File: src/logic/prf_map.svh
`ifndef PRF_MAP_SVH
`define PRF_MAP_SVH
`define PRF_LANES 4
`define PRF_LANE_RATE_MBPS 1280
`define PRF_RATE_DIV_MAX 8
`define PRF_HDR_DATA 2'h1
`define PRF_HDR_CTRL 2'h2
`define PRF_CODE_AUTO_AUTO 8'hb4
`define PRF_CODE_AUTO_REQ 8'h55
`define PRF_CODE_REQ_AUTO 8'h99
`define PRF_CODE_REQ_REQ 8'hd2
`define PRF_CODE_ERROR 8'hcc
`define PRF_CODE_IDLE 8'h78
`define PRF_ST_READY 4'h0
`define PRF_ST_ERROR 4'h1
`define PRF_ST_WARN 4'h2
`define PRF_ST_ERR_WARN 4'h3
`define PRF_ST_TRIG_FULL 4'h5
`define PRF_ST_NO_LOCK 4'h6
`define PRF_HEADER_MARK 7'h01
`define PRF_SCR_SEED 58'h3ff_ffff_ffff_ffff
`define PRF_PRBS_SEED 31'h7fff_ffff
`define PRF_CLOCK_PATTERN 66'h2_aaaa_aaaa_aaaa_aaaa
`define PRF_RDQ_DEPTH 4
`define PRF_HIT_FIFO_DEPTH 4
`endif

File: src/logic/prf_pkg.sv
package prf_pkg;
  typedef enum logic [1:0] {
    PRF_PAT_FRAMED = 2'h0,
    PRF_PAT_CLOCK = 2'h1,
    PRF_PAT_PRBS7 = 2'h2,
    PRF_PAT_PRBS31 = 2'h3
  } prf_pat_t;
  typedef enum logic [1:0] {
    PRF_KIND_IDLE = 2'h0,
    PRF_KIND_DATA = 2'h1,
    PRF_KIND_SVC = 2'h2
  } prf_kind_t;
  typedef struct packed {
    logic [9:0] addr;
    logic [15:0] value;
  } prf_entry_t;
  typedef struct packed {
    logic [1:0] sync;
    logic [63:0] payload;
  } prf_frame_t;
  typedef struct packed {
    logic [6:0] mark;
    logic [4:0] trig_id;
    logic [4:0] trig_tag;
    logic [14:0] bunch_crossing_count;
  } prf_event_header_t;
  typedef struct packed {
    logic [15:0] pix_addr;
    logic [3:0][3:0] charge;
  } prf_hit_rec_t;
endpackage

File: src/logic/prf_framer.sv
`timescale 1ns/1ns
`include "prf_map.svh"
// Overview of operation
// - one to four lanes, all 64b/66b framed
// - 1.28 Gbps lane, divide 2/4/8 or external
// - all active lanes share frame type
// - 66-bit frame, header 01 data, 10 control
// - N data/idle frames then one service frame
// - same service interval on every lane
// - service: code, two addr/value entries, status
// - address msb selects global or pixel row
// - type code B4/55/D2 by entry source, 99 never sent
// - code CC marks error, entries invalid
// - service always filled, per-lane autofill pairs
// - read requests on lane 0 only, priority
// - one pending: second entry; two: both
// - status 1 error, 2 warning, 3 both
// - status 5 trigger full, 6 no lock
// - hit frame carries two four-pixel records
// - header record: 0000001, id, tag, count
// - other records are address plus four charges
// - event headers go as data frames
// - free-running heartbeat of idle and service
// - clock, PRBS-7 or PRBS-31 fixed pattern
// - optional unencoded readout through debug port

module prf_fifo #(
  parameter int WIDTH = 64,
  parameter int DEPTH = 4
) (
  input wire logic sys_clk,
  input wire logic nrst,
  input wire logic in_valid,
  output logic in_ready,
  input wire logic [WIDTH-1:0] in_data,
  output logic out_valid,
  input wire logic out_ready,
  output logic [WIDTH-1:0] out_data
);
  localparam int AW = $clog2(DEPTH);
  logic [WIDTH-1:0] mem_ff [DEPTH];
  logic [AW-1:0] wr_ff, nxt_wr, rd_ff, nxt_rd;
  logic [AW:0] cnt_ff, nxt_cnt;
  logic push, pop;

  assign in_ready = (cnt_ff != DEPTH[AW:0]);
  assign out_valid = (cnt_ff != '0);
  assign out_data = mem_ff[rd_ff];
  assign push = in_valid & in_ready;
  assign pop = out_valid & out_ready;

  always_comb begin
    nxt_wr = push ? wr_ff + 1'b1 : wr_ff;
    nxt_rd = pop ? rd_ff + 1'b1 : rd_ff;
    nxt_cnt = cnt_ff + {{AW{1'b0}}, push} - {{AW{1'b0}}, pop};
  end

  always_ff @(posedge sys_clk or negedge nrst) begin
    if (!nrst) begin
      wr_ff <= '0;
      rd_ff <= '0;
      cnt_ff <= '0;
    end else begin
      wr_ff <= nxt_wr;
      rd_ff <= nxt_rd;
      cnt_ff <= nxt_cnt;
    end
  end

  // storage has no reset: contents are never read while empty
  always_ff @(posedge sys_clk) begin
    if (push) begin
      mem_ff[wr_ff] <= in_data;
    end
  end
endmodule

module prf_framer (
  input wire logic sys_clk,
  input wire logic nrst,
  input wire logic [1:0] cfg_active_lanes,
  input wire logic [1:0] cfg_rate_div,
  input wire logic cfg_ext_clk,
  input wire logic [7:0] cfg_data_frames,
  input wire logic [1:0] cfg_pattern_mode,
  input wire logic cfg_jtag_readout,
  input wire logic [3:0][9:0] autofill_select_first,
  input wire logic [3:0][9:0] autofill_select_second,
  output logic [9:0] reg_lookup_addr,
  input wire logic [15:0] reg_lookup_value,
  input wire logic register_read_request_valid,
  output logic register_read_request_ready,
  input wire prf_pkg::prf_entry_t register_read_request_entry,
  input wire logic err_event,
  input wire logic warn_event,
  input wire logic trig_queue_full,
  input wire logic chan_unlocked,
  input wire logic hit_valid,
  output logic hit_ready,
  input wire logic [63:0] hit_pair,
  input wire logic frame_req,
  output prf_pkg::prf_frame_t [3:0] lane_frame,
  output logic [3:0] lane_enable,
  output logic [2:0] rate_sel,
  output logic jtag_valid,
  input wire logic jtag_ready,
  output logic [63:0] jtag_pair
);
  function automatic logic [3:0] status_code(input logic err, input logic warn,
                                             input logic tfull, input logic unlock);
    if (unlock) begin
      status_code = `PRF_ST_NO_LOCK;
    end else if (tfull) begin
      status_code = `PRF_ST_TRIG_FULL;
    end else if (err && warn) begin
      status_code = `PRF_ST_ERR_WARN;
    end else if (err) begin
      status_code = `PRF_ST_ERROR;
    end else if (warn) begin
      status_code = `PRF_ST_WARN;
    end else begin
      status_code = `PRF_ST_READY;
    end
  endfunction

  // 64 serial steps of x^58+x^39+1; returns {new state, scrambled word}
  function automatic logic [121:0] scramble(input logic [57:0] st, input logic [63:0] d);
    logic [57:0] s;
    logic [63:0] o;
    s = st;
    o = '0;
    for (int i = 63; i >= 0; i--) begin
      o[i] = d[i] ^ s[38] ^ s[57];
      s = {s[56:0], o[i]};
    end
    scramble = {s, o};
  endfunction

  // 66 steps of PRBS-7 (x^7+x^6+1) or PRBS-31 (x^31+x^28+1)
  function automatic logic [96:0] prbs_step(input logic [30:0] st, input logic long_seq);
    logic [30:0] s;
    logic [65:0] o;
    logic fb;
    s = st;
    o = '0;
    for (int i = 65; i >= 0; i--) begin
      fb = long_seq ? (s[30] ^ s[27]) : (s[6] ^ s[5]);
      o[i] = fb;
      s = {s[29:0], fb};
    end
    prbs_step = {s, o};
  endfunction

  // entry with the extended address as given: msb clear = global, set = pixel row
  function automatic prf_pkg::prf_entry_t mk_entry(input logic [9:0] a, input logic [15:0] v);
    mk_entry.addr = a;
    mk_entry.value = v;
  endfunction

  logic [2:0] lanes;
  logic [7:0] nd;
  logic fifo_out_valid, fifo_out_ready;
  logic [63:0] fifo_out_data;
  prf_pkg::prf_pat_t pat;
  prf_pkg::prf_kind_t kind;

  assign lanes = {1'b0, cfg_active_lanes} + 3'h1;
  assign nd = (cfg_data_frames == 8'h00) ? 8'h01 : cfg_data_frames;
  assign pat = prf_pkg::prf_pat_t'(cfg_pattern_mode);

  // records arrive pre-paired into one frame payload; headers and hits look alike here
  prf_fifo #(.WIDTH(64), .DEPTH(`PRF_HIT_FIFO_DEPTH)) u_hit_fifo (
    .sys_clk(sys_clk),
    .nrst(nrst),
    .in_valid(hit_valid),
    .in_ready(hit_ready),
    .in_data(hit_pair),
    .out_valid(fifo_out_valid),
    .out_ready(fifo_out_ready),
    .out_data(fifo_out_data)
  );

  // unencoded debug readout takes the stream before framing
  assign jtag_valid = cfg_jtag_readout & fifo_out_valid;
  assign jtag_pair = fifo_out_data;

  // staging: one payload per active lane, a data slot needs every lane filled
  logic [3:0][63:0] stage_ff, nxt_stage;
  logic [2:0] stage_cnt_ff, nxt_stage_cnt;
  logic stage_full;
  assign stage_full = (stage_cnt_ff >= lanes);
  assign fifo_out_ready = cfg_jtag_readout ? jtag_ready : (!stage_full && !frame_req);

  // frame slot scheduling
  logic [7:0] slot_ff, nxt_slot;
  always_comb begin
    nxt_slot = slot_ff;
    kind = prf_pkg::PRF_KIND_IDLE;
    if (slot_ff >= nd) begin
      kind = prf_pkg::PRF_KIND_SVC;
    end else if (stage_full && !cfg_jtag_readout) begin
      kind = prf_pkg::PRF_KIND_DATA;
    end
    if (frame_req && pat == prf_pkg::PRF_PAT_FRAMED) begin
      nxt_slot = (kind == prf_pkg::PRF_KIND_SVC) ? 8'h00 : slot_ff + 8'h01;
    end
  end

  always_comb begin
    nxt_stage = stage_ff;
    nxt_stage_cnt = stage_cnt_ff;
    if (frame_req && kind == prf_pkg::PRF_KIND_DATA && pat == prf_pkg::PRF_PAT_FRAMED) begin
      nxt_stage_cnt = 3'h0;
    end else if (fifo_out_valid && fifo_out_ready && !cfg_jtag_readout) begin
      nxt_stage[stage_cnt_ff[1:0]] = fifo_out_data;
      nxt_stage_cnt = stage_cnt_ff + 3'h1;
    end
  end

  // autofill snapshot: one register looked up per cycle, round robin over eight
  logic [2:0] af_idx_ff, nxt_af_idx;
  logic [7:0][15:0] af_snap_ff, nxt_af_snap;
  assign reg_lookup_addr = af_idx_ff[0] ? autofill_select_second[af_idx_ff[2:1]]
                                        : autofill_select_first[af_idx_ff[2:1]];
  always_comb begin
    nxt_af_idx = af_idx_ff + 3'h1;
    nxt_af_snap = af_snap_ff;
    nxt_af_snap[af_idx_ff] = reg_lookup_value;
  end

  // read request queue, served only on lane 0
  logic [25:0] rdq_mem_ff [`PRF_RDQ_DEPTH];
  logic [1:0] rdq_wr_ff, nxt_rdq_wr, rdq_rd_ff, nxt_rdq_rd;
  logic [2:0] rdq_cnt_ff, nxt_rdq_cnt;
  logic [1:0] rdq_pop_n;
  logic rdq_push, svc_sent;
  assign register_read_request_ready = (rdq_cnt_ff < 3'h4);
  assign rdq_push = register_read_request_valid & register_read_request_ready;
  assign svc_sent = frame_req && kind == prf_pkg::PRF_KIND_SVC
                    && pat == prf_pkg::PRF_PAT_FRAMED;
  always_comb begin
    rdq_pop_n = 2'h0;
    if (svc_sent) begin
      rdq_pop_n = (rdq_cnt_ff >= 3'h2) ? 2'h2 : rdq_cnt_ff[1:0];
    end
    nxt_rdq_wr = rdq_push ? rdq_wr_ff + 2'h1 : rdq_wr_ff;
    nxt_rdq_rd = rdq_rd_ff + rdq_pop_n;
    nxt_rdq_cnt = rdq_cnt_ff + {2'h0, rdq_push} - {1'b0, rdq_pop_n};
  end

  // sticky events since the last service frame; a new event beats the clear
  logic err_ff, warn_ff, ovf_ff, nxt_err, nxt_warn, nxt_ovf;
  always_comb begin
    nxt_err = (err_ff & ~svc_sent) | err_event;
    nxt_warn = (warn_ff & ~svc_sent) | warn_event;
    nxt_ovf = (ovf_ff & ~svc_sent) | (register_read_request_valid & ~register_read_request_ready);
  end

  // service status shared by all lanes; only lane 0 takes the queue code and entries
  prf_pkg::prf_entry_t q_head, q_next;
  logic [3:0] svc_status;
  logic [7:0] svc_code0;
  assign q_head = rdq_mem_ff[rdq_rd_ff];
  assign q_next = rdq_mem_ff[rdq_rd_ff + 2'h1];
  assign svc_status = status_code(err_ff, warn_ff, trig_queue_full, chan_unlocked);
  always_comb begin
    if (ovf_ff) begin
      svc_code0 = `PRF_CODE_ERROR;
    end else if (rdq_cnt_ff >= 3'h2) begin
      svc_code0 = `PRF_CODE_REQ_REQ;
    end else if (rdq_cnt_ff == 3'h1) begin
      svc_code0 = `PRF_CODE_AUTO_REQ;
    end else begin
      svc_code0 = `PRF_CODE_AUTO_AUTO;
    end
  end

  // fixed pattern generator, common to all lanes
  logic [30:0] prbs_ff, nxt_prbs;
  logic [65:0] pat_bits;
  logic [96:0] prbs_res;
  always_comb begin
    prbs_res = prbs_step(prbs_ff, pat == prf_pkg::PRF_PAT_PRBS31);
    nxt_prbs = prbs_ff;
    pat_bits = `PRF_CLOCK_PATTERN;
    if (pat == prf_pkg::PRF_PAT_PRBS7 || pat == prf_pkg::PRF_PAT_PRBS31) begin
      pat_bits = prbs_res[65:0];
      if (frame_req) begin
        nxt_prbs = prbs_res[96:66];
      end
    end
  end

  // clock-recovery unit rate select: {external, divider code}
  logic [2:0] rate_ff, nxt_rate;
  assign nxt_rate = {cfg_ext_clk, cfg_rate_div};
  assign rate_sel = rate_ff;

  always_ff @(posedge sys_clk or negedge nrst) begin
    if (!nrst) begin
      slot_ff <= 8'h00;
      stage_ff <= '0;
      stage_cnt_ff <= 3'h0;
      af_idx_ff <= 3'h0;
      af_snap_ff <= '0;
      rdq_wr_ff <= 2'h0;
      rdq_rd_ff <= 2'h0;
      rdq_cnt_ff <= 3'h0;
      err_ff <= 1'b0;
      warn_ff <= 1'b0;
      ovf_ff <= 1'b0;
      prbs_ff <= `PRF_PRBS_SEED;
      rate_ff <= 3'h0;
    end else begin
      slot_ff <= nxt_slot;
      stage_ff <= nxt_stage;
      stage_cnt_ff <= nxt_stage_cnt;
      af_idx_ff <= nxt_af_idx;
      af_snap_ff <= nxt_af_snap;
      rdq_wr_ff <= nxt_rdq_wr;
      rdq_rd_ff <= nxt_rdq_rd;
      rdq_cnt_ff <= nxt_rdq_cnt;
      err_ff <= nxt_err;
      warn_ff <= nxt_warn;
      ovf_ff <= nxt_ovf;
      prbs_ff <= nxt_prbs;
      rate_ff <= nxt_rate;
    end
  end

  always_ff @(posedge sys_clk) begin
    if (rdq_push) begin
      rdq_mem_ff[rdq_wr_ff] <= register_read_request_entry;
    end
  end

  // per-lane framing and scrambling; one shared kind keeps lanes aligned
  for (genvar l = 0; l < `PRF_LANES; l++) begin : g_lane
    logic [57:0] scr_ff, nxt_scr;
    prf_pkg::prf_frame_t frm_ff, nxt_frm;
    logic en_ff, nxt_en;
    prf_pkg::prf_entry_t ent_a, ent_b;
    logic [7:0] code;
    logic [63:0] plain;
    logic [121:0] scr_res;
    logic active;

    assign active = (l < lanes);

    always_comb begin
      ent_a = mk_entry(autofill_select_first[l], af_snap_ff[2*l]);
      ent_b = mk_entry(autofill_select_second[l], af_snap_ff[2*l+1]);
      code = `PRF_CODE_AUTO_AUTO;
      if (l == 0) begin
        code = svc_code0;
        if (rdq_cnt_ff >= 3'h2) begin
          ent_a = q_head;
          ent_b = q_next;
        end else if (rdq_cnt_ff == 3'h1) begin
          ent_b = q_head;
        end
      end
      case (kind)
        prf_pkg::PRF_KIND_SVC: plain = {code, ent_a, ent_b, svc_status};
        prf_pkg::PRF_KIND_DATA: plain = stage_ff[l];
        default: plain = {`PRF_CODE_IDLE, 56'h00_0000_0000_0000};
      endcase
      scr_res = scramble(scr_ff, plain);
      nxt_scr = scr_ff;
      nxt_frm = frm_ff;
      nxt_en = frame_req ? active : en_ff;
      if (frame_req) begin
        if (!active) begin
          nxt_frm = '0;
        end else if (pat != prf_pkg::PRF_PAT_FRAMED) begin
          nxt_frm = pat_bits;
        end else begin
          nxt_frm.sync = (kind == prf_pkg::PRF_KIND_DATA) ? `PRF_HDR_DATA : `PRF_HDR_CTRL;
          nxt_frm.payload = scr_res[63:0];
          nxt_scr = scr_res[121:64];
        end
      end
    end

    always_ff @(posedge sys_clk or negedge nrst) begin
      if (!nrst) begin
        scr_ff <= `PRF_SCR_SEED;
        frm_ff <= '0;
        en_ff <= 1'b0;
      end else begin
        scr_ff <= nxt_scr;
        frm_ff <= nxt_frm;
        en_ff <= nxt_en;
      end
    end

    assign lane_frame[l] = frm_ff;
    assign lane_enable[l] = en_ff;
  end
endmodule

File: config.mk
export PLATFORM = sky130hd
export DESIGN_NAME = prf_framer
export DESIGN_NICKNAME = d
export VERILOG_FILES = /design/src/logic/prf_pkg.sv /design/src/logic/prf_framer.sv
export VERILOG_INCLUDE_DIRS = /design/src /design/src/logic
export SDC_FILE = /design/constraint.sdc
export NUM_CORES = 2
export LEC_CHECK = 0
export ABC_AREA = 1
export BUFFER_PORTS_ARGS = -buffer_cell sky130_fd_sc_hd__buf_2
export CAP_MARGIN = 5
export CELL_PAD_IN_SITES_DETAIL_PLACEMENT = 0
export CELL_PAD_IN_SITES_GLOBAL_PLACEMENT = 1
export CORE_ASPECT_RATIO = 1.75
export CORE_MARGIN = 4
export CORE_UTILIZATION = 35
export CTS_CLUSTER_SIZE = 20
export DETAILED_ROUTE_END_ITERATION = 7
export MAX_ROUTING_LAYER = met4
export PLACE_DENSITY_LB_ADDON = 0.1
export SLEW_MARGIN = 10
export SYNTH_ARGS = -nofsm -noshare
export SYNTH_HDL_FRONTEND = slang
export SYNTH_SLANG_ARGS = --single-unit
export TNS_END_PERCENT = 1
File: constraint.sdc
create_clock -name sys_clk -period 6.7 [get_ports sys_clk]
set_clock_uncertainty 0.15 [all_clocks]
set_input_delay 0.67 -clock sys_clk [delete_from_list [all_inputs] [get_ports sys_clk]]
set_output_delay 0.67 -clock sys_clk [all_outputs]
set_load 0.01 [all_outputs]
[Yosys cells after proc, flatten, opt, wreduce, memory -nomap -nowiden]
Memories as Yosys holds them, arrays and structs flattened.
Cells that the tools add are included.
Widths: inputs -> output; s select.
Cells by class
  reduce and logical (&&, ||, !) cells: 27
  equality and inequality tests: 6
  muxes and demuxes: 115
  bitwise gates (word level): 659
  $lt $le $gt $ge: 13
  $add $sub $neg: 13
Operator list (number)
  $xor 1x1->1: 644
  $mux 66: 9
  $pmux 64 s2: 4
  $bwmux 256: 1
  $bwmux 128: 1
  $demux 64 s2: 1
  $mux 26: 3
  $mux 1: 72
  $mux 64: 1
  $demux 16 s3: 1
  $bmux 10 s2: 2
  $mux 8: 5
  $mux 10: 3
  $mux 16: 1
  $mux 2: 7
  $logic_and 1x1->1: 12
  $mux 3: 4
  $reduce_and 3->1: 4
  $add 2x1->2 const B: 4
  $add 8x1->8 const B: 1
  $and 1x1->1: 8
  $ge 8x8->1: 1
  $logic_not 8->1: 1
  $add 3x1->3: 2
  other kinds (26): 41
Word-level totals
  memory bits (writable): 360
  register bits: 949
  output and inout port bits: 348
  input bits: 212
  memories kept: 2
  word-level logic and storage cells: 877
Memory list
  u_hit_fifo.mem_ff: words 4, width 64, read ports 1, clocked after memory_dff 0, wr ports 1, line prf_framer.sv:41  | logic [WIDTH-1:0] mem_ff [DEPTH];
  rdq_mem_ff: words 4, width 26, read ports 2, clocked after memory_dff 0, wr ports 1, line prf_framer.sv:232  | logic [25:0] rdq_mem_ff [`PRF_RDQ_DEPTH];

[Longest topological paths before layout]
  depth in word-level cells: 25
  mapped depth: 46
  depth with buffers taken out: 46

[Hierarchy]
Synthesis repeated with hierarchy kept, for this count alone.
Unflattened totals
  cells, all modules: 7031
  area total of the unflattened synthesis: 63524.7 µm²
Modules (own cells, without submodules)
  prf_framer: instances 1, sequential area each 27024.7 µm², cells an instance 6162, area an instance 53075.9 µm²
  prf_fifo: instances 1, sequential area each 7862.5 µm², cells an instance 869, area an instance 10448.8 µm²

[Least setup slack after synthesis]
Ideal clock, no wire load.
  path kind: input port to flip-flop
  start: in cfg_data_frames[6]
  end: reg rdq_cnt_ff[2]
  cell stages on the path: 20
  buffers on the path: 3
  path slack: 2554 ps
  arrival time: 3868 ps
  required time: 6421 ps
  setup time: 129 ps
  path through: inv_1 a41o_1 ha_1 inv_1 a21oi_1 o21ai_0 a21oi_1 nand2_1 clkbuf_1 clkbuf_1 buf_1 nand2_1 nor2_1 ha_1 inv_1 ha_1 inv_1 fa_1 xnor2_1 xor2_1
On the way
  longest elaborated chain between the ends: 9
RTL lines
  from (decl): line prf_framer.sv:84  | input wire logic [7:0] cfg_data_frames,
  $logic_not 8->1: line prf_framer.sv:168  | assign nd = (cfg_data_frames == 8'h00) ? 8'h01 : cfg_data_frames;
  $mux 8 *: line prf_framer.sv:168
  $ge 8x8->1 *: line prf_framer.sv:199  | if (slot_ff >= nd) begin
  $mux 2 *: line prf_framer.sv:199
  $eq 2x2->1 *: line prf_framer.sv:239  | assign svc_sent = frame_req && kind == prf_pkg::PRF_KIND_SVC
  $logic_and 1x1->1 *: line prf_framer.sv:239
  $logic_and 1x1->1 *: line prf_framer.sv:240  | && pat == prf_pkg::PRF_PAT_FRAMED;
  $mux 2 *: line prf_framer.sv:243  | if (svc_sent) begin
  $sub 3x2->3 *: line prf_framer.sv:248  | nxt_rdq_cnt = rdq_cnt_ff + {2'h0, rdq_push} - {1'b0, rdq_pop_n};
  net nxt_rdq_cnt[2]: line prf_framer.sv:234  | logic [2:0] rdq_cnt_ff, nxt_rdq_cnt;
  to (signal assigned): line prf_framer.sv:322  | rdq_cnt_ff <= nxt_rdq_cnt;
  to (decl): line prf_framer.sv:234
The timed path passes the listed nets; every way through them passes the cells marked *.
A chain may end at the register's enable or synchronous reset.

[Worst setup path in the final report]
  start: reg prbs_ff[5]
  end: reg g_lane[0].frm_ff, in the netlist lane_frame[8]
On the way
  longest elaborated chain between the ends: 23
  elaborated cells between the ends (all ways): 84
  classes of those cells: mux (36); bitwise (48)
RTL lines
  from (decl): line prf_framer.sv:279  | logic [30:0] prbs_ff, nxt_prbs;
  from (signal assigned): line prf_framer.sv:312  | prbs_ff <= `PRF_PRBS_SEED;
  from (signal assigned): line prf_framer.sv:326  | prbs_ff <= nxt_prbs;
  $xor 1x1->1: line prf_framer.sv:147  | fb = long_seq ? (s[30] ^ s[27]) : (s[6] ^ s[5]);
  $mux 1: line prf_framer.sv:147
  $xor 1x1->1: line prf_framer.sv:147
  $mux 1: line prf_framer.sv:147
  $xor 1x1->1: line prf_framer.sv:147
  $mux 1: line prf_framer.sv:147
  $xor 1x1->1: line prf_framer.sv:147
  $mux 1: line prf_framer.sv:147
  (+7 left out)
  $mux 1: line prf_framer.sv:147
  $xor 1x1->1: line prf_framer.sv:147
  $mux 1: line prf_framer.sv:147
  $xor 1x1->1: line prf_framer.sv:147
  $mux 1 *: line prf_framer.sv:147
  $mux 66 *: line prf_framer.sv:286  | if (pat == prf_pkg::PRF_PAT_PRBS7 || pat == prf_pkg::PRF_PAT_PRBS31) begin
  $mux 66 *: line prf_framer.sv:375  | end else if (pat != prf_pkg::PRF_PAT_FRAMED) begin
  $mux 66 *: line prf_framer.sv:373  | if (!active) begin
  to (signal assigned): line prf_framer.sv:392  | frm_ff <= nxt_frm;
  to (decl): line prf_framer.sv:340  | prf_pkg::prf_frame_t frm_ff, nxt_frm;
Mark *: on every way between the ends. The rest lies on a longest branch, timed or not.

==> flow_summary.ini <==
[worst_setup_path]
crit_required_ps = 7230
reg2regPathDepth = 35
cp-end-kind = flop
start_kind = flop
crit_fanout = 8
cpPeakStageDelay_ps = 740
cp_slowest_cell = dfstp_2
critical_path_class = flop to flop
cpMostUsedCell = nand2_1
cp_data_arrival_time_ps = 6040

[die]
die_y_um = 569.0
coreArea_mm2 = 0.1785
die-area_mm2 = 0.1869
initial_core_util_pct = 35.25
rows = 205
ioPinCount = 560
fp.dieW_um = 328.5

[power_and_ir_drop]
p_total_uw = 45940
peakVddDrop_uv = 433.4
power.density_mw_per_mm2 = 609.0
p_leak_uw = 0.03322

[finish]
drive_gt1_share_pct = 20.98
fillerInstances = 17990
final_cell_area_mm2 = 0.07543
seqCellArea_mm2 = 0.03489
syn2layout_area_growth_pct = 19.86
multi_input_area_mm2 = 0.02482
nNetsFinal = 7776

[clocking]
clkTransAtPathRegs_ps = 70
clock_latency_ps = 820
htreeDepth = 4
cts_buffers = 145
cts_max_path_buffers = 4
post_cts_buffers = 0
cts_tree = built
cts.sinks = 1309
clockRootBuffer = clkbuf_16

[synthesis]
async_flop_share_pct = 72.50
synthMuxAreaShare_pct = 0.3937
synthMostInstantiatedCell = nand2_1
ys_seq_elements = 1309
synth_compound_area_share_pct = 15.67
synth.distinct_cells = 56
post-synth-top-area-cell = dfrtp_1
syn_nets = 7091
synthAdderAreaFrac_pct = 0.7396
synth-edff-count = 360
synth.area.top_cells = dfrtp_1 27%, edfxtp_1 17%, dfstp_2 11%
ys_warn_count = 0
synthTopCellsByCount = 1712 x nand2_1, 1057 x o21ai_0, 686 x dfrtp_1, 500 x inv_1, 360 x edfxtp_1
synth_top_area_share_pct = 27.28
synth-simple-area-share_pct = 15.35
synth_top_family_by_area = compound AO/OA/AOI/OAI gates
syn_inst = 6843
synth-xor-area-share_pct = 6.638
synth-main-ff-cell = dfrtp_1
synth.cell_area_mm2 = 0.06293
seq_area_frac_synth_pct = 55.44
avgSynthCellArea_um2 = 9.197

[route]
postRouteWirelength_um = 330000
routedWlPerCell_um = 32.83
ant_nets = 0
vias = 54250
vias_per_cell = 5.397
drtIter0Drc = 5768
drtPass1Iterations = 6
drc_errors = 0

[global_route]
overflow = 0
grt_max_degree = 153
grt_pass1_wl_um = 444300
antenna_found_initial = 36
grt_pass1_vias = 52370
track_usage_pct = 35.51

[place]
post_dp_cell_area_mm2 = 0.06979
portBuffers = 559
hpwl_um = 257500
place_ws_ps = 944.8
gp_congestion = 0.9961

[status]
status = complete, no violations

[sta]
rsz0062_at_grt = no
worst_pin_slew_ps = 1352
drv_slew = 0
finalSetupViolCount = 0
fmax_mhz = 181.6
setup_ws_ps = 1193
fin_crit_sh_pct = 82.20
min_period_ps = 5507
final.setup.tns_ps = 0
hold_viol_final = 0
slew_headroom_pct = 9.575

[job]
drv_cap = 0

[worst_hold_path]
whs_path_depth = 3
hold_path_class = input port to flop
==> sequential cells by signal, indices dropped and copies added (netlist names), 2 cells and up <==
| register | flops |
|---|---|
| af_snap_ff | 128 |
| lane_frame | 264 |
| u_hit_fifo.rd_ff | 2 |
| af_idx_ff | 3 |
| prbs_ff | 31 |
| rate_sel | 3 |
| rdq_mem_ff | 104 |
| rdq_cnt_ff | 3 |
| g_lane.en_ff | 4 |
| stage_ff | 256 |
| rdq_rd_ff | 2 |
| slot_ff | 8 |
| u_hit_fifo.cnt_ff | 3 |
| rdq_wr_ff | 2 |
| stage_cnt_ff | 3 |
| u_hit_fifo.mem_ff | 256 |
| u_hit_fifo.wr_ff | 2 |
| g_lane.scr_ff | 232 |
==> logic make-up (layout without fill, tap and decap cells) <==
family | after synthesis | count (layout)
AOI/OAI and AO/OA | 1732 | 1732
other | 0 | 36
xor gates and xnor gates | 477 | 477
buffers and inverters | 915 | 1707
and+or+nand+nor | 2352 | 2352
muxes | 22 | 22
adders and majority gates | 36 | 36
DFF | 1309 | 1309
==> cells in the final DEF, fill, tap and decap left out, drive strengths merged, types with 2 or more instances in the layout <==
master and instances:
nand2 1798, o21ai 1062, buf 834, dfrtp 686, inv 518, edfxtp 360, xor2 320, nor2 314
dfstp 263, a21oi 234, clkbuf 206, nand3 165, xnor2 157, o22ai 154, dlygate4sd3 96, o31ai 88
a32o 78, or2 68, clkinv 38, diode 36, ha 34, a22oi 30, mux2 22, o32ai 19
o2111ai 13, o221ai 13, a221oi 10, a2bb2oi 10, bufinv 9, o211ai 6, clkinvlp 6, nor3 3
a32oi 3, o311ai 3, nor4 2, a21o 2, a21boi 2, a22o 2, fa 2
==> critical path, delay by kind of cell (launching register included) <==
kind	cells	cell delay, ps
buffers and inverters	5	740
flip-flops	1	740
AO/OA/AOI/OAI	2	330
AND/OR/NAND/NOR	28	3370
==> report_power, final <==
| part | internal (uW) | switching (uW) |
|---|---|---|
| registers | 11400 | 2260 |
| logic | 7050 | 17100 |
| clock network | 4600 | 3450 |
==> layer usage <==
layer  up-vias  GRT usage (%)  share of wire (%)
met4         0          22.22                7.9
li1      24210              -                  -
met1     27280          41.65                 38
met2      2229          57.92                 48
met3       534          4.447                5.5
met5         -              -                  0
==> final cells by class <==
| class | instances | area share (%) |
|---|---|---|
| well taps | 2380 | 3.948 |
| diodes | 36 | 0.1194 |
| flip-flops and latches | 1309 | 46.26 |
| clock buffers | 206 | 5.411 |
| inverters | 523 | 2.636 |
| clock inverters | 48 | 0.6635 |
| repair buffers | 930 | 8.065 |
| multi-input cells | 4619 | 32.90 |
==> final timing paths <==
path	startpoint	end	slack [ps]
max	prbs_ff[5]	lane_frame[8]	1190
min	register_read_request_valid	ovf_ff	60
max reg2reg	prbs_ff[5]	lane_frame[8]	1190
min reg2reg	g_lane[3].scr_ff[57]	g_lane[3].scr_ff[57]	320
max in group asynchronous	nrst	g_lane[3].scr_ff[36]	4350
min in group asynchronous	nrst	af_snap_ff[20]	360
==> per-stage QoR <==
| stage | hold WS, ps | cells | utilization [%] |
|---|---|---|---|
| after global placement | 310.0 | 9665 | 39.09 |
| after CTS | 3.266 | 10020 | 42.20 |
| final | 59.16 | 10050 | 42.25 |
| after detailed placement | 314.0 | 9665 | 39.09 |
| after floorplan | 224.4 | 6843 | - |
| after global routing | 36.31 | 10040 | 42.23 |
==> repair_timing <==
item | 4_1_cts | 5_1_grt
gates resized for setup | 0 | 0
endpoints found under the hold margin | 430 | 0
hold buffers | 96 | 0
(Power assumes the default switching activity.)
